### src/rtl/bzd_pkg.sv
/*
 * Constants, types and the register map of the zone decoder.
 * Assumes one 100 MHz clock and a synchronous active-low reset.
 */
// Contract
// Pins 111 pick internal-ROM mode, or programming mode when flash is blank.
// Pins 011 pick external-ROM mode, or programming mode when flash is blank.
// Pins 110 always pick in-system-programming mode.
// Pins 000 pick debug-external, 001 debug-internal; blank flags ignored.
// Mode comes from boot pins at reset plus the flash-blank flags.
// Debug-external disables flash; static zone 0 goes to the external bus.
// Debug-internal is like debug-external but zone 0 stays on-chip.
// 00_0000h to 03_FFFFh is on-chip flash in static zone 0.
// 40_0000h to 7F_FFFFh is external memory with zone 1 timing.
// 80_0000h to FE_FFFFh is external memory with zone 2 timing.
// Configured timing applies to flash and I/O zone FF_FB00h-FF_FBFFh; this design ignores the fast-read bit in the I/O zone.
// The master never accesses unlisted, reserved address ranges.
// Normal read lasts two clocks, fast read one clock.
// Normal reads are used after reset until software picks fast reads.
// Late write lasts two clocks, early write three clocks.
// Early writes are used after reset until software changes it.
// Software switches to late writes after reset.
// Wait cycles go right after the address is driven.
// Hold cycles go at the end, keeping data driven.
// Software programs the fewest wait and hold cycles the clock allows.
// Five config registers at FF_F900h to FF_F908h.
// Cycle type follows direction, zone and programmed timing selections.
// General register resets to 07h; bit 0 set is early write.
// Wait field adds 0 to 7 waits; hold field adds 0 to 3 holds.
// Mode is latched once at reset release and then held.
package bzd_pkg;
	localparam logic [23:0] REG_GEN_ADDR    = 24'hfff900;
	localparam logic [23:0] REG_IOZ_ADDR    = 24'hfff902;
	localparam logic [23:0] REG_SZ0_ADDR    = 24'hfff904;
	localparam logic [23:0] REG_SZ1_ADDR    = 24'hfff906;
	localparam logic [23:0] REG_SZ2_ADDR    = 24'hfff908;
	localparam logic [23:0] REG_STATUS_ADDR = 24'hfff90a;
	localparam logic [7:0]  GEN_RST         = 8'h07;
	localparam logic [15:0] ZCFG_RST        = 16'h069f;
	localparam int          EARLY_WR_BIT    = 0;
	localparam int          WAIT_LSB        = 0;
	localparam int          HOLD_LSB        = 3;
	localparam int          FRE_BIT         = 11;
	localparam int          BUSY_BIT        = 8;
	localparam logic [23:0] Z0_LO   = 24'h000000;
	localparam logic [23:0] Z0_HI   = 24'h03ffff;
	localparam logic [23:0] Z0D_LO  = 24'h0d0000;
	localparam logic [23:0] Z0D_HI  = 24'h0d1fff;
	localparam logic [23:0] Z1_LO   = 24'h400000;
	localparam logic [23:0] Z1_HI   = 24'h7fffff;
	localparam logic [23:0] Z2_LO   = 24'h800000;
	localparam logic [23:0] Z2_HI   = 24'hfeffff;
	localparam logic [23:0] IO_LO   = 24'hfffb00;
	localparam logic [23:0] IO_HI   = 24'hfffbff;
	localparam logic [2:0]  BOOT_INT_ROM = 3'h7;
	localparam logic [2:0]  BOOT_EXT_ROM = 3'h3;
	localparam logic [2:0]  BOOT_PROG    = 3'h6;
	localparam logic [2:0]  BOOT_DEVEXT  = 3'h0;
	localparam logic [2:0]  BOOT_DBG_INT = 3'h1;
	localparam logic [1:0]  RD_FAST_CYC   = 2'h1;
	localparam logic [1:0]  RD_NORMAL_CYC = 2'h2;
	localparam logic [1:0]  WR_LATE_CYC   = 2'h2;
	localparam logic [1:0]  WR_EARLY_CYC  = 2'h3;
	typedef enum logic [4:0] {
		MODE_INT_ROM = 5'h01,
		MODE_EXT_ROM = 5'h02,
		MODE_DEVEXT  = 5'h04,
		MODE_DBG_INT = 5'h08,
		MODE_PROG    = 5'h10
	} bzd_mode_e;
	typedef enum logic [4:0] {
		ZONE_S0   = 5'h01,
		ZONE_S1   = 5'h02,
		ZONE_S2   = 5'h04,
		ZONE_IO   = 5'h08,
		ZONE_NONE = 5'h10
	} bzd_zone_e;
	typedef enum logic [4:0] {
		PH_IDLE = 5'h01,
		PH_ADDR = 5'h02,
		PH_WAIT = 5'h04,
		PH_DATA = 5'h08,
		PH_HOLD = 5'h10
	} bzd_phase_e;
endpackage

### src/rtl/bzd_dec_if.sv
/*
 * Carrier between the bus engine and the address decoder.
 * Assumes both ends sit in the same clock domain.
 */
`timescale 1ns/100ps
`default_nettype none
interface bzd_dec_if;
	import bzd_pkg::*;
	logic [23:0] addr;
	bzd_mode_e   mode;
	bzd_zone_e   zone;
	logic        to_ext;
	modport dec  (input addr, input mode, output zone, output to_ext);
	modport user (output addr, output mode, input zone, input to_ext);
endinterface
`default_nettype wire

### src/rtl/bzd_decode.sv
/*
 * Combinational zone decoder of the 16 Mbyte space.
 * Assumes the mode input is already latched and stable.
 */
`timescale 1ns/100ps
`default_nettype none
module bzd_decode
	import bzd_pkg::*;
(
	bzd_dec_if.dec dec
);
	always_comb begin
		dec.zone = ZONE_NONE;
		if ((dec.addr >= Z0_LO && dec.addr <= Z0_HI) ||
			(dec.addr >= Z0D_LO && dec.addr <= Z0D_HI)) begin
			dec.zone = ZONE_S0;
		end else if (dec.addr >= Z1_LO && dec.addr <= Z1_HI) begin
			dec.zone = ZONE_S1;
		end else if (dec.addr >= Z2_LO && dec.addr <= Z2_HI) begin
			dec.zone = ZONE_S2;
		end else if (dec.addr >= IO_LO && dec.addr <= IO_HI) begin
			dec.zone = ZONE_IO;
		end
		// Zone 0 leaves the chip only in debug-external mode
		dec.to_ext = (dec.zone != ZONE_S0) ||
			(dec.mode == MODE_DEVEXT);
		if (dec.zone == ZONE_IO) begin
			dec.to_ext = 1'b0;
		end
	end
endmodule
`default_nettype wire

### src/rtl/bzd_top.sv
/*
 * Bus interface unit: zone decode, boot mode and bus cycle timing.
 * Assumes a core that waits for CORE_DONE before its next request.
 */
// Strobed register access is this design's own decision.
`timescale 1ns/100ps
`default_nettype none
module bzd_top
	import bzd_pkg::*;
(
	input  wire logic        CLOCK,
	input  wire logic        RST_N,
	input  wire logic [23:0] REG_ADDR,
	input  wire logic [15:0] REG_WDATA,
	input  wire logic        REG_WR,
	input  wire logic        REG_RD,
	output logic      [15:0] REG_RDATA,
	input  wire logic [2:0]  BOOT_SELECT_PINS,
	input  wire logic        FLASH_BLANK,
	output logic      [4:0]  OPER_MODE,
	input  wire logic        CORE_REQ,
	input  wire logic        CORE_WRITE,
	input  wire logic [23:0] CORE_ADDR,
	input  wire logic [15:0] CORE_WDATA,
	output logic      [15:0] CORE_RDATA,
	output logic             CORE_DONE,
	output logic             CORE_ERR,
	output logic             CORE_BUSY,
	output logic      [23:0] MEM_ADDR,
	output logic      [15:0] MEM_WDATA,
	input  wire logic [15:0] MEM_RDATA,
	output logic             MEM_RD_EN,
	output logic             MEM_WR_EN,
	output logic             MEM_CS_FLASH,
	output logic             MEM_CS_EXT,
	output logic             MEM_CS_IO
);
	typedef struct packed {
		bzd_phase_e  phase;
		bzd_mode_e   mode;
		logic        mode_ok;
		logic [2:0]  cnt;
		logic [1:0]  base;
		logic [1:0]  holds;
		logic        write;
		logic [7:0]  gen;
		logic [15:0] ioz;
		logic [15:0] sz0;
		logic [15:0] sz1;
		logic [15:0] sz2;
		logic [15:0] reg_rdata;
		logic [15:0] rdata;
		logic        done;
		logic        err;
		logic        busy;
		logic [23:0] addr;
		logic [15:0] wdata;
		logic        rd_en;
		logic        wr_en;
		logic        cs_flash;
		logic        cs_ext;
		logic        cs_io;
	} bzd_state_s;

	bzd_state_s  st;
	bzd_state_s  next_st;
	bzd_dec_if   dec_bus ();
	logic [15:0] cfg;
	logic        acc;
	logic        fast;
	logic [2:0]  waits;
	logic        fin;
	bzd_mode_e   boot_mode;

	assign dec_bus.addr = CORE_ADDR;
	assign dec_bus.mode = st.mode;

	bzd_decode u_decode (
		.dec (dec_bus)
	);

	// Boot mode from pins and blank flags
	always_comb begin
		case (BOOT_SELECT_PINS)
			BOOT_INT_ROM: boot_mode = FLASH_BLANK ?
				MODE_PROG : MODE_INT_ROM;
			BOOT_EXT_ROM: boot_mode = FLASH_BLANK ?
				MODE_PROG : MODE_EXT_ROM;
			BOOT_PROG:    boot_mode = MODE_PROG;
			BOOT_DEVEXT:  boot_mode = MODE_DEVEXT;
			BOOT_DBG_INT: boot_mode = MODE_DBG_INT;
			default:      boot_mode = MODE_PROG;
		endcase
	end

	// Timing set of the addressed zone
	always_comb begin
		case (dec_bus.zone)
			ZONE_S0: cfg = st.sz0;
			ZONE_S1: cfg = st.sz1;
			ZONE_S2: cfg = st.sz2;
			ZONE_IO: cfg = st.ioz;
			default: cfg = 16'h0000;
		endcase
	end

	assign acc   = CORE_REQ && st.phase == PH_IDLE &&
		dec_bus.zone != ZONE_NONE;
	assign fast  = !CORE_WRITE && cfg[FRE_BIT] &&
		dec_bus.zone != ZONE_IO;
	assign waits = fast ? 3'h0 : cfg[WAIT_LSB +: 3];

	always_comb begin
		next_st = st;
		fin = 1'b0;
		next_st.done = 1'b0;
		next_st.err = 1'b0;
		next_st.reg_rdata = 16'h0000;
		// Mode is caught once, in the first cycle out of reset
		if (!st.mode_ok) begin
			next_st.mode = boot_mode;
			next_st.mode_ok = 1'b1;
		end
		if (REG_WR) begin
			case (REG_ADDR)
				REG_GEN_ADDR:   next_st.gen = REG_WDATA[7:0];
				REG_IOZ_ADDR:   next_st.ioz = REG_WDATA;
				REG_SZ0_ADDR:   next_st.sz0 = REG_WDATA;
				REG_SZ1_ADDR:   next_st.sz1 = REG_WDATA;
				REG_SZ2_ADDR:   next_st.sz2 = REG_WDATA;
				default: ;
			endcase
		end
		if (REG_RD) begin
			case (REG_ADDR)
				REG_GEN_ADDR:    next_st.reg_rdata = {8'h00, st.gen};
				REG_IOZ_ADDR:    next_st.reg_rdata = st.ioz;
				REG_SZ0_ADDR:    next_st.reg_rdata = st.sz0;
				REG_SZ1_ADDR:    next_st.reg_rdata = st.sz1;
				REG_SZ2_ADDR:    next_st.reg_rdata = st.sz2;
				REG_STATUS_ADDR: begin
					next_st.reg_rdata[4:0] = st.mode;
					next_st.reg_rdata[BUSY_BIT] = st.busy;
				end
				default: ;
			endcase
		end
		case (st.phase)
			PH_IDLE: begin
				if (acc) begin
					next_st.phase = PH_ADDR;
					next_st.cnt = waits;
					next_st.holds = fast ? 2'h0 : cfg[HOLD_LSB +: 2];
					if (CORE_WRITE) begin
						next_st.base = st.gen[EARLY_WR_BIT] ?
							WR_EARLY_CYC : WR_LATE_CYC;
					end else begin
						next_st.base = fast ?
							RD_FAST_CYC : RD_NORMAL_CYC;
					end
					next_st.write = CORE_WRITE;
					next_st.addr = CORE_ADDR;
					next_st.wdata = CORE_WDATA;
					next_st.busy = 1'b1;
					next_st.rd_en = !CORE_WRITE;
					next_st.cs_flash = dec_bus.zone == ZONE_S0 &&
						!dec_bus.to_ext;
					next_st.cs_ext = dec_bus.to_ext;
					next_st.cs_io = dec_bus.zone == ZONE_IO;
				end else if (CORE_REQ && st.phase == PH_IDLE) begin
					next_st.done = 1'b1;
					next_st.err = 1'b1;
				end
			end
			PH_ADDR: begin
				if (st.cnt != 3'h0) begin
					next_st.phase = PH_WAIT;
					next_st.cnt = st.cnt - 3'h1;
				end else if (st.base == RD_FAST_CYC) begin
					next_st.rdata = MEM_RDATA;
					fin = 1'b1;
				end else begin
					next_st.phase = PH_DATA;
					next_st.cnt = {1'b0, st.base - 2'h2};
					next_st.wr_en = st.write;
				end
			end
			PH_WAIT: begin
				if (st.cnt != 3'h0) begin
					next_st.cnt = st.cnt - 3'h1;
				end else begin
					next_st.phase = PH_DATA;
					next_st.cnt = {1'b0, st.base - 2'h2};
					next_st.wr_en = st.write;
				end
			end
			PH_DATA: begin
				if (st.cnt != 3'h0) begin
					next_st.cnt = st.cnt - 3'h1;
				end else begin
					if (!st.write) begin
						next_st.rdata = MEM_RDATA;
					end
					next_st.rd_en = 1'b0;
					next_st.wr_en = 1'b0;
					if (st.holds != 2'h0) begin
						next_st.phase = PH_HOLD;
						next_st.cnt = {1'b0, st.holds - 2'h1};
					end else begin
						fin = 1'b1;
					end
				end
			end
			PH_HOLD: begin
				if (st.cnt != 3'h0) begin
					next_st.cnt = st.cnt - 3'h1;
				end else begin
					fin = 1'b1;
				end
			end
			default: begin
				next_st.phase = PH_IDLE;
			end
		endcase
		if (fin) begin
			next_st.phase = PH_IDLE;
			next_st.done = 1'b1;
			next_st.busy = 1'b0;
			next_st.rd_en = 1'b0;
			next_st.wr_en = 1'b0;
			next_st.cs_flash = 1'b0;
			next_st.cs_ext = 1'b0;
			next_st.cs_io = 1'b0;
		end
		if (!RST_N) begin
			next_st = '0;
			next_st.phase = PH_IDLE;
			next_st.mode = MODE_PROG;
			next_st.gen = GEN_RST;
			next_st.ioz = ZCFG_RST;
			next_st.sz0 = ZCFG_RST;
			next_st.sz1 = ZCFG_RST;
			next_st.sz2 = ZCFG_RST;
		end
	end

	always_ff @(posedge CLOCK) begin
		st <= next_st;
	end

	assign REG_RDATA    = st.reg_rdata;
	assign OPER_MODE    = st.mode;
	assign CORE_RDATA   = st.rdata;
	assign CORE_DONE    = st.done;
	assign CORE_ERR     = st.err;
	assign CORE_BUSY    = st.busy;
	assign MEM_ADDR     = st.addr;
	assign MEM_WDATA    = st.wdata;
	assign MEM_RD_EN    = st.rd_en;
	assign MEM_WR_EN    = st.wr_en;
	assign MEM_CS_FLASH = st.cs_flash;
	assign MEM_CS_EXT   = st.cs_ext;
	assign MEM_CS_IO    = st.cs_io;

	logic plain;
	logic io_hit;
	assign plain = acc && !fast && waits == 3'h0 &&
		cfg[HOLD_LSB +: 2] == 2'h0;
	assign io_hit = dec_bus.zone == ZONE_IO;

	property p_mode_hold;
		@(posedge CLOCK) disable iff (!RST_N)
		st.mode_ok |=> $stable(OPER_MODE);
	endproperty
	a_mode_hold: assert property (p_mode_hold)
		else $error("mode changed after latch");

	property p_boot_ire;
		@(posedge CLOCK) disable iff (!RST_N)
		RST_N && !st.mode_ok && BOOT_SELECT_PINS == 3'h7 && !FLASH_BLANK
		|=> OPER_MODE == MODE_INT_ROM ##1 OPER_MODE == MODE_INT_ROM;
	endproperty
	a_boot_ire: assert property (p_boot_ire)
		else $error("internal rom mode not chosen");

	property p_boot_isp;
		@(posedge CLOCK) disable iff (!RST_N)
		RST_N && !st.mode_ok && (BOOT_SELECT_PINS == 3'h6 ||
		(BOOT_SELECT_PINS == 3'h3 && FLASH_BLANK))
		|=> OPER_MODE == MODE_PROG;
	endproperty
	a_boot_isp: assert property (p_boot_isp)
		else $error("programming mode not chosen");

	property p_boot_dev;
		@(posedge CLOCK) disable iff (!RST_N)
		RST_N && !st.mode_ok && BOOT_SELECT_PINS == 3'h0
		|=> OPER_MODE == MODE_DEVEXT;
	endproperty
	a_boot_dev: assert property (p_boot_dev)
		else $error("debug external mode not chosen");

	property p_fast_read;
		@(posedge CLOCK) disable iff (!RST_N)
		acc && fast |=> !CORE_DONE ##1 CORE_DONE && !CORE_BUSY;
	endproperty
	a_fast_read: assert property (p_fast_read)
		else $error("fast read not one clock");

	property p_norm_read;
		@(posedge CLOCK) disable iff (!RST_N)
		plain && !CORE_WRITE |=> !CORE_DONE [*2] ##1 CORE_DONE;
	endproperty
	a_norm_read: assert property (p_norm_read)
		else $error("normal read not two clocks");

	property p_late_write;
		@(posedge CLOCK) disable iff (!RST_N)
		plain && CORE_WRITE && !st.gen[0] |=> !CORE_DONE [*2] ##1 CORE_DONE;
	endproperty
	a_late_write: assert property (p_late_write)
		else $error("late write not two clocks");

	property p_early_write;
		@(posedge CLOCK) disable iff (!RST_N)
		plain && CORE_WRITE && st.gen[0] |=> !CORE_DONE [*3] ##1 CORE_DONE;
	endproperty
	a_early_write: assert property (p_early_write)
		else $error("early write not three clocks");

	property p_wait_pos;
		@(posedge CLOCK) disable iff (!RST_N)
		acc && waits == 3'h2 |=> ##1 !MEM_WR_EN [*2] ##1 MEM_CS_EXT ||
		MEM_CS_FLASH || MEM_CS_IO;
	endproperty
	a_wait_pos: assert property (p_wait_pos)
		else $error("wait cycles not after address");

	property p_hold_data;
		@(posedge CLOCK) disable iff (!RST_N)
		st.phase == PH_HOLD |-> $stable(MEM_WDATA) && !MEM_WR_EN &&
		(MEM_CS_EXT || MEM_CS_FLASH || MEM_CS_IO);
	endproperty
	a_hold_data: assert property (p_hold_data)
		else $error("hold cycle lost the bus");

	property p_dev_ext;
		@(posedge CLOCK) disable iff (!RST_N)
		acc && dec_bus.zone == ZONE_S0 && st.mode == MODE_DEVEXT
		|=> MEM_CS_EXT && !MEM_CS_FLASH;
	endproperty
	a_dev_ext: assert property (p_dev_ext)
		else $error("zone 0 not external in debug mode");

	property p_zone_sel;
		@(posedge CLOCK) disable iff (!RST_N)
		acc |=> MEM_CS_IO == $past(io_hit);
	endproperty
	a_zone_sel: assert property (p_zone_sel)
		else $error("io zone select wrong");
endmodule
`default_nettype wire

### config.mk
export PLATFORM = sky130hd
export DESIGN_NAME = bzd_top
export DESIGN_NICKNAME = d
export VERILOG_FILES = /design/src/rtl/bzd_pkg.sv /design/src/rtl/bzd_dec_if.sv /design/src/rtl/bzd_decode.sv /design/src/rtl/bzd_top.sv
export SDC_FILE = /design/constraint.sdc
export NUM_CORES = 1
export LEC_CHECK = 0
export BUFFER_PORTS_ARGS = -buffer_cell sky130_fd_sc_hd__buf_2
export CAP_MARGIN = 20
export CORE_MARGIN = 3
export CORE_UTILIZATION = 50
export DETAILED_ROUTE_END_ITERATION = 7
export PLACE_DENSITY = 0.76
export SYNTH_ARGS = -nofsm -noshare
export SYNTH_HDL_FRONTEND = slang
export SYNTH_SLANG_ARGS = --single-unit
### constraint.sdc
create_clock -name CLOCK -period 3.85 [get_ports CLOCK]
set_clock_uncertainty 0.1 [all_clocks]
set_input_delay 0.77 -clock CLOCK [delete_from_list [all_inputs] [get_ports CLOCK]]
set_output_delay 0.77 -clock CLOCK [all_outputs]
set_load 0.05 [all_outputs]
---- After elaboration in Yosys (flattened, before gate mapping) ----
Cells that the tools add are included.
operators by class
  add/subtract/negate cells ............... 3
  multiplexer cells ....................... 55
  reduce and logical (&&, ||, !) cells .... 35
  $lt $le $gt $ge ......................... 10
  equal/unequal tests ..................... 34
  bitwise operators ....................... 3
operators with widths
  cell                                                                      count
  24-bit == test (second input constant)                                    6
  16-bit 2-to-1 mux                                                         4
  5-bit 2-to-1 mux                                                          12
  24-bit >= comparator (second input constant)                              2
  24-bit <= comparator (second input constant)                              2
  12-bit one-hot mux with 4 select lines                                    1
  43-bit 2-to-1 mux                                                         1
  42-bit 2-to-1 mux                                                         1
  16-bit one-hot mux with 2 select lines                                    1
  3-bit one-hot mux with 5 select lines                                     2
  5-bit one-hot mux with 6 select lines                                     1
  7-bit one-hot mux with 4 select lines                                     1
  5-bit one-hot mux with 5 select lines                                     1
  24-bit by 1-bit >= comparator with 1-bit output (second input constant)   1
  24-bit by 20-bit >= comparator with 1-bit output (second input constant)  1
  24-bit by 23-bit >= comparator with 1-bit output (second input constant)  1
  24-bit by 18-bit <= comparator with 1-bit output (second input constant)  1
  24-bit by 20-bit <= comparator with 1-bit output (second input constant)  1
  24-bit by 23-bit <= comparator with 1-bit output (second input constant)  1
  3-bit 2-to-1 mux                                                          7
  5-bit one-hot mux with 4 select lines                                     1
  2-bit != test (second input constant)                                     9
  5-bit by 3-bit == test with 1-bit output (second input constant)          3
  5-bit AND reduction                                                       3
  other kinds (34)                                                          76
word-level totals
  register bits after elaboration ......... 171

---- Depth between registers and ports, before layout ----
Gate-level depths: netlist of the first run.
  word-level depth ........................ 14
  gate-level depth with buffers ........... 9
  depth with buffers taken out ............ 8

---- By module ----
A second synthesis of the first run with hierarchy kept.
unflattened totals
  cell total of the unflattened synthesis .. 975
  area, all modules ....................... 8027.7 um^2
by module, submodules not included
  module      area each (um^2)  times used  cells each
  bzd_top     7890.1            1           956
  bzd_decode  137.6             1           19

---- Worst setup path after synthesis of the first run ----
No wires, ideal clock.
  path kind ............................... input port to flip-flop
  start ................................... input port REG_ADDR[0]
  end ..................................... register st[94] (netlist name)
  slack ................................... 0.898 ns
  cell stages on the path ................. 9
  setup time .............................. 0.068 ns
  arrival ................................. 2.785 ns
  cells stage by stage .................... or4_1 -> or4_1 -> buf_4 -> nor4_4 -> and2_1 -> buf_4 -> buf_6 -> nand2_1 -> a21oi_2
on the way
  word-level cells in the longest chain between the ends .. 2
RTL lines
  what                           RTL line        source
  from (decl)                    bzd_top.sv:13   input wire logic [23:0] REG_ADDR,
  24-bit == test                 bzd_top.sv:125  case (REG_ADDR)
  2-bit AND reduction (no line)  n/a
  to (signal assigned)           bzd_top.sv:248  st <= next_st;
  to (decl)                      bzd_top.sv:65   bzd_state_s st;
No other way between the ends.
A chain may end at the register's enable or synchronous reset.

---- Worst setup path after layout of the first run ----
  start ................................... input port REG_ADDR[0]
  end ..................................... register st (netlist bit REG_RDATA[5])
on the way
  word-level cells in the longest chain between the ends .. 2
  elaborated cells on any way between the ends .. 6
  those cells by class .................... 5 x eq/ne; 1 x mux
RTL lines
  what                                     RTL line        source
  24-bit == test                           bzd_top.sv:135  case (REG_ADDR)
  3-bit one-hot mux with 5 select lines *  bzd_top.sv:135
Every way passes the cells marked *; elsewhere a longest branch is shown, timed or not.

==> results.yml, run 1 <==
timing:
  min_period_ns: 3.00
  hold_viol: 0
  post-route-period-util: 0.779
  holdWs_ns: 0.349
  finalSetupViolCount: 0
  max_freq_mhz: 333
  worst_pin_slew_ns: 0.871
  worst_slack_ns: 0.850
  tns_ns: 0
  grt_setup_unrepaired: "false"
  slew_headroom: 0.419
  drv_slew: 0
floorplan:
  fp.dieArea_um2: 16600
  ioPinCount: 191
  start_util: 0.514
  die_x_um: 129
  rows: 44
  coreArea_um2: 14600
  die_h_um: 129
pwr:
  swShare: 0.254
  p_switching_mw: 1.07
  intPower_mw: 3.15
  comb_power_share: 0.113
  power_density_nw_per_um2: 483
  total_power_mw: 4.22
  clkPwrFrac: 0.450
  leakagePower_nw: 3.67
  ir_worst_vdd_v: 0.000299
  p_seq_frac: 0.437
grt:
  gr-total-overflow: 0
  gr-usage-all-layers: 0.230
  grt_pass1_vias: 6112
  grt_max_degree: 86
  grt_pass1_wl_um: 30800
  antenna_found_initial: 0
cts:
  cts-root-buf: "clkbuf_16"
  clkLatencyLatePin_ns: 0.42
  cts_tree: "built"
  clk_pin_slew_worst_paths_ns: 0.06
  cts_resized: 0
  clockBufferDepth: 2
  postCtsSetupRepairBufs: 0
  cts_inserted_buffers: 17
  cts.sinks: 171
  ctsHoldBuffers: 0
  htreeDepth: 4
placed_design:
  numPortBuffers: 190
  dp_hpwl_um: 13700
  dpl_cell_area_um2: 8070
  pre_cts_ws_ns: 0.447
  gp_congestion: 0.862
drt:
  wl_per_cell_um: 16.2
  wl_met3_um: 1630
  drt_wl_total_um: 19700
  maxUsedRoutingLayer: "met4"
  wl_met2_um: 9260
  avgViaCountPerCell: 5.54
  vias: 6719
  first_pass_iters: 5
  wl_met1_um: 8550
  ant_nets: 0
  drt_iter0_drc: 678
  drc: 0
outcome:
  outcome: "completed"
logic_synthesis:
  syn_inst: 922
  yosys_register_bits: 171
  ys_seq_area_frac: 0.455
  synth_nets: 1031
  async_flop_share: 0
  netlist_area_um2: 7520
  syn_avg_cell_area_um2: 8.16
  synth_edf_count: 0
  ys_warn_count: 0
  ys.flop_type: "dfxtp_1"
  synth.distinct_cells: 60
worst_setup_path:
  start_kind: "input pin"
  cp_max_fo: 8
  criticalPathCategory: "in -> reg"
  cp.arrival_ns: 3.24
  r2r_slack_ns: 1.33
  setup.worst_path.end_class: "register"
  required_ns: 4.09
final_layout:
  nets: 1125
  syn_to_final_growth_pct: 16.1
  n_antenna_cell: 0
  finalInstanceArea_um2: 8740
  drive_above_1_share: 0.248
flow_run:
  cap_violations: 0
hold_path:
  min_path_type: "reg -> reg"
## flip-flops by register name, indices dropped and copies added, names as in the netlist
signal,cells
CORE_BUSY,1
CORE_DONE,1
CORE_ERR,1
CORE_RDATA,16
MEM_ADDR,24
MEM_CS_EXT,1
MEM_CS_FLASH,1
MEM_CS_IO,1
MEM_RD_EN,1
MEM_WDATA,16
MEM_WR_EN,1
OPER_MODE,5
REG_RDATA,16
st,86
## synthesized netlist by cell type, types with 2 or more instances
library cell | count | share of area
nand2b_1 | 4 | 0.0033
o32ai_1 | 3 | 0.0035
o211a_1 | 2 | 0.0027
and2_1 | 7 | 0.0058
nor4_4 | 2 | 0.0057
mux2_2 | 2 | 0.0030
o21a_1 | 2 | 0.0020
mux2i_1 | 17 | 0.023
nor2_1 | 39 | 0.019
buf_4 | 80 | 0.080
a211o_1 | 3 | 0.0035
a21o_1 | 3 | 0.0030
buf_6 | 2 | 0.0030
nand3_1 | 73 | 0.049
nor4_2 | 2 | 0.0033
xor2_1 | 2 | 0.0023
nor3_1 | 5 | 0.0033
nand2_1 | 223 | 0.11
o22ai_1 | 3 | 0.0025
dfxtp_1 | 171 | 0.45
inv_1 | 7 | 0.0035
o211ai_1 | 3 | 0.0030
nor3b_1 | 3 | 0.0030
a22o_1 | 7 | 0.0081
nand3b_1 | 2 | 0.0020
o22a_1 | 2 | 0.0023
or4_1 | 5 | 0.0050
a32oi_1 | 2 | 0.0023
a21oi_1 | 103 | 0.069
nor4_1 | 6 | 0.0050
a22oi_1 | 31 | 0.031
nor2b_1 | 3 | 0.0025
a222oi_1 | 6 | 0.0080
a311oi_1 | 2 | 0.0023
buf_2 | 8 | 0.0053
a21oi_2 | 2 | 0.0023
nand4_1 | 4 | 0.0033
o21ai_0 | 6 | 0.0040
a31oi_1 | 5 | 0.0042
a211oi_1 | 2 | 0.0020
clkbuf_1 | 44 | 0.022
or2_2 | 2 | 0.0017
or3_1 | 3 | 0.0025
ha_1 | 3 | 0.0050
## kinds of logic (layout without fill, tap and decap cells)
group,Yosys count,after routing,share of synthesized area
AND/OR/NAND/NOR,390,390,0.235
AO/OA/AOI/OAI,193,193,0.162
flip-flops,171,171,0.455
buffers and inverters,143,250,0.115
multiplexers,19,19,0.0256
adder cells (fa/ha/maj),3,3,0.00499
XOR/XNOR,3,3,0.00349
## worst paths after layout
path / startpoint / end / cells after the start
max: REG_ADDR[0] / REG_RDATA[5] / 6
min: MEM_WDATA[0] / MEM_WDATA[0] / 2
max reg2reg: st[167] / MEM_ADDR[9] / 7
min reg2reg: MEM_WDATA[0] / MEM_WDATA[0] / 2
## final cells by class
cell class / instances / area (µm²)
fill: 1316 / 5910
sequential: 171 / 3420
multi-input combinational: 608 / 3260
timing repair buffer: 210 / 1130
clock buffer: 19 / 453
tap: 184 / 230
clock inverter: 13 / 214
inverter: 8 / 31.3
## cells in the final DEF, fill, tap and decap left out, types with 4 or more instances in the layout
master	n
buf_2	190
nand4_1	4
clkbuf_16	17
a21oi_1	103
a222oi_1	6
a22oi_1	31
or4_1	5
and2_1	7
a22o_1	7
nor4_1	6
nor3_1	5
nand3_1	73
inv_1	7
dfxtp_1	171
nand2_1	223
nand2b_1	4
o21ai_0	6
nor2_1	38
bufinv_16	5
a31oi_1	5
mux2i_1	17
buf_4	18
## through the flow
step | util | std cells
4_1_cts | 0.597 | 1213
3_5_place_dp | 0.551 | 1181
3_3_place_gp | 0.551 | 1181
6_report | 0.597 | 1213
2_1_floorplan | - | 922
5_1_grt | 0.597 | 1213
## power groups by stage
stage	logic (mW)	clock network, mW	registers, mW
floorplan	0.352	0	1.89
global placement	0.469	0	1.88
detailed placement	0.474	0	1.89
CTS	0.475	1.93	1.85
global route	0.517	2.01	1.85
finish	0.476	1.90	1.85
## worst max-delay path, stage by stage
cell,delay (ns)
buf_2,0.09
or4_1,0.50
or4_1,0.68
or4_1,0.81
and2_1,0.25
nor2_1,0.14
## routing by layer
layer,vias to the layer above,GRT usage
met4,0,0.0679
li1,3293,-
met3,20,0.0631
met5,-,0
met2,288,0.361
met1,3118,0.310
Power figures use the tool's default switching activity.
==> run 2: changes to the inputs <==
--- a/config.mk
+++ b/config.mk
@@ -8,7 +8,7 @@
 export BUFFER_PORTS_ARGS = -buffer_cell sky130_fd_sc_hd__buf_2
 export CAP_MARGIN = 20
 export CORE_MARGIN = 3
-export CORE_UTILIZATION = 50
+export CORE_UTILIZATION = 48
 export DETAILED_ROUTE_END_ITERATION = 7
 export PLACE_DENSITY = 0.76
 export SYNTH_ARGS = -nofsm -noshare
==> constraint.sdc (replaced) <==
create_clock -name CLOCK -period 2.5 [get_ports CLOCK]
set_clock_uncertainty 0.1 [all_clocks]
set_input_delay 0.5 -clock CLOCK [delete_from_list [all_inputs] [get_ports CLOCK]]
set_output_delay 0.5 -clock CLOCK [all_outputs]
set_load 0.05 [all_outputs]
==> run 2 against run 1 <==
Register-to-register slack got worse by 1.1 ns. Clock-buffer cell count increased by 2. Critical endpoint is now REG_RDATA[9]. Cell area up 2.8%. Largest power group unchanged. Wire length rose by 0.37%. Sequential share of layout area decreased by 1.1 points. Combinational power increased by 59%. Cell count grew 4.6%. Critical path type unchanged.
==> results.yml, run 2 (synthesized netlist as in run 1, its figures left out) <==
final_layout:
  syn_to_final_growth_pct: 19.4
  regArea_um2: 3420
  n_antenna_cell: 0
  drive_above_1_share: 0.270
  largest_reg_flops: 86
  multi_input_area_um2: 3270
  final_core_util: 0.589
  regMostFlops: "st"
  layout_common_cells: "nand2_1, buf_2, dfxtp_1"
  mostFrequentLayoutCell: "nand2_1"
  fillers: 1374
  nets: 1154
drt:
  ant_nets: 0
  wl_per_cell_um: 15.6
  avgViaCountPerCell: 5.41
  vias: 6862
  drc: 0
  first_pass_iters: 6
  drt_iter0_drc: 650
  drt_wl_total_um: 19700
floorplan:
  die_h_um: 131
  ioPinCount: 191
  coreArea_um2: 15300
  rows: 45
  fp.dieArea_um2: 17200
  die_x_um: 131
  start_util: 0.493
cts:
  cts-root-buf: "clkbuf_16"
  clockBufferDepth: 2
  htreeDepth: 4
  cts_tree: "built"
  cts_inserted_buffers: 17
  cts.sinks: 171
  postCtsSetupRepairBufs: 0
  clkLatencyLatePin_ns: 0.42
  clk_pin_slew_worst_paths_ns: 0.06
worst_setup_path:
  cpLargestDelayFamily: "simple AND/OR/NAND/NOR gates"
  cp.arrival_ns: 2.62
  cp_num_buf_inv: 3
  cp_max_fo: 7
  worst_path_most_repeated_cell: "or4_1"
  setup.worst_path.end_class: "register"
  crit_slowest_cell: "or4_1"
  required_ns: 2.74
  max_stage_delay_ns: 0.54
  path_cells: "buf_2 > or4_1 > or4_1 > buf_4 > or4_1 > buf_4 > a21oi_1"
  start_kind: "input pin"
  criticalPathCategory: "in -> reg"
timing:
  post-route-period-util: 0.950
  drv_slew: 0
  worst_slack_ns: 0.124
  holdWs_ns: 0.214
  min_period_ns: 2.38
  slew_headroom: 0.580
  worst_pin_slew_ns: 0.628
  hold_viol: 0
  finalSetupViolCount: 0
  max_freq_mhz: 421
  grt_setup_unrepaired: "false"
grt:
  gr-total-overflow: 0
  gr-usage-all-layers: 0.223
  grt_pass1_wl_um: 31700
  grt_max_degree: 75
  grt_pass1_vias: 6329
  antenna_found_initial: 0
placed_design:
  gp_congestion: 0.894
  pre_cts_ws_ns: -0.249
  numPortBuffers: 190
  dp_hpwl_um: 14100
pwr:
  ir_worst_vdd_v: 0.000437
  leakagePower_nw: 3.81
  power_density_nw_per_um2: 719
outcome:
  outcome: "completed"
flow_run:
  cap_violations: 0
hold_path:
  min_path_type: "in -> reg"
-- run 2: cell count changes in the layout (fill, tap and decap cells not counted) --
cell        previous run  this run
clkinv_4               3         1
buf_4                 18        47
nand2_2                0         2
clkinvlp_4             2         1
a2111oi_1              0         1
a21oi_2                2         3
and2_4                 0         1
inv_6                  2         1
a2111oi_0              1         0
clkbuf_1               0         2
a21oi_1              103       102
clkinv_2               2         4
and2_1                 7         6
nand2_1              223       221
-- run 2: through the flow --
step / cells / power [mW] / area [µm²] / setup TNS [ns]
after floorplan: 922 / 3.45 / 7570 / -4.36
after global placement: 1237 / 3.65 / 8330 / -12.71
after detailed placement: 1237 / 3.66 / 8330 / -15.10
after CTS: 1269 / 6.52 / 8980 / 0
after global routing: 1269 / 6.69 / 8980 / 0
final: 1269 / 6.46 / 8980 / 0
-- run 2: cell type report --
type / instances / share of cell area
Multi-Input combinational cell: 608 / 0.364
Clock buffer: 21 / 0.0512
Sequential cell: 171 / 0.381
Tap cell: 211 / 0.0294
Clock inverter: 11 / 0.0212
Timing Repair Buffer: 239 / 0.150
Inverter: 8 / 0.00348
-- run 2: final timing paths --
kind	start	endpoint	slack, ns	cells past startpoint
worst min-delay path	CORE_WDATA[11]	MEM_WDATA[11]	0.21	3
worst max-delay path	REG_ADDR[0]	REG_RDATA[9]	0.12	7
worst max register to register	st[170]	st[169]	0.23	5
worst min register to register	MEM_ADDR[21]	MEM_ADDR[21]	0.35	2
-- run 2: per-layer routing --
layer,part of all wire,global-route usage,up-vias
met5,0,0,-
met2,0.47,0.366,292
met1,0.43,0.294,3179
met3,0.083,0.0505,31
met4,0.016,0.0723,0
li1,-,-,3360
-- run 2: repair_timing --
item,in CTS,in global routing
hold buffers,0,0
endpoints found under the hold margin,0,0
resized for setup,0,1
setup endpoints to repair,0,10
-- run 2: power by group --
part | switching [mW] | internal (mW)
logic | 0.519 | 0.237
registers | 0.0452 | 2.80
clock network | 1.03 | 1.83
total | 1.60 | 4.86
-- run 2: worst reg2reg max path, cell delays in order (launching register included) --
cell	delay [ns]
dfxtp_1	0.50
nand2b_1	0.09
a2111oi_1	0.64
o21ai_1	0.33
nand2_1	0.39
nor2_1	0.09
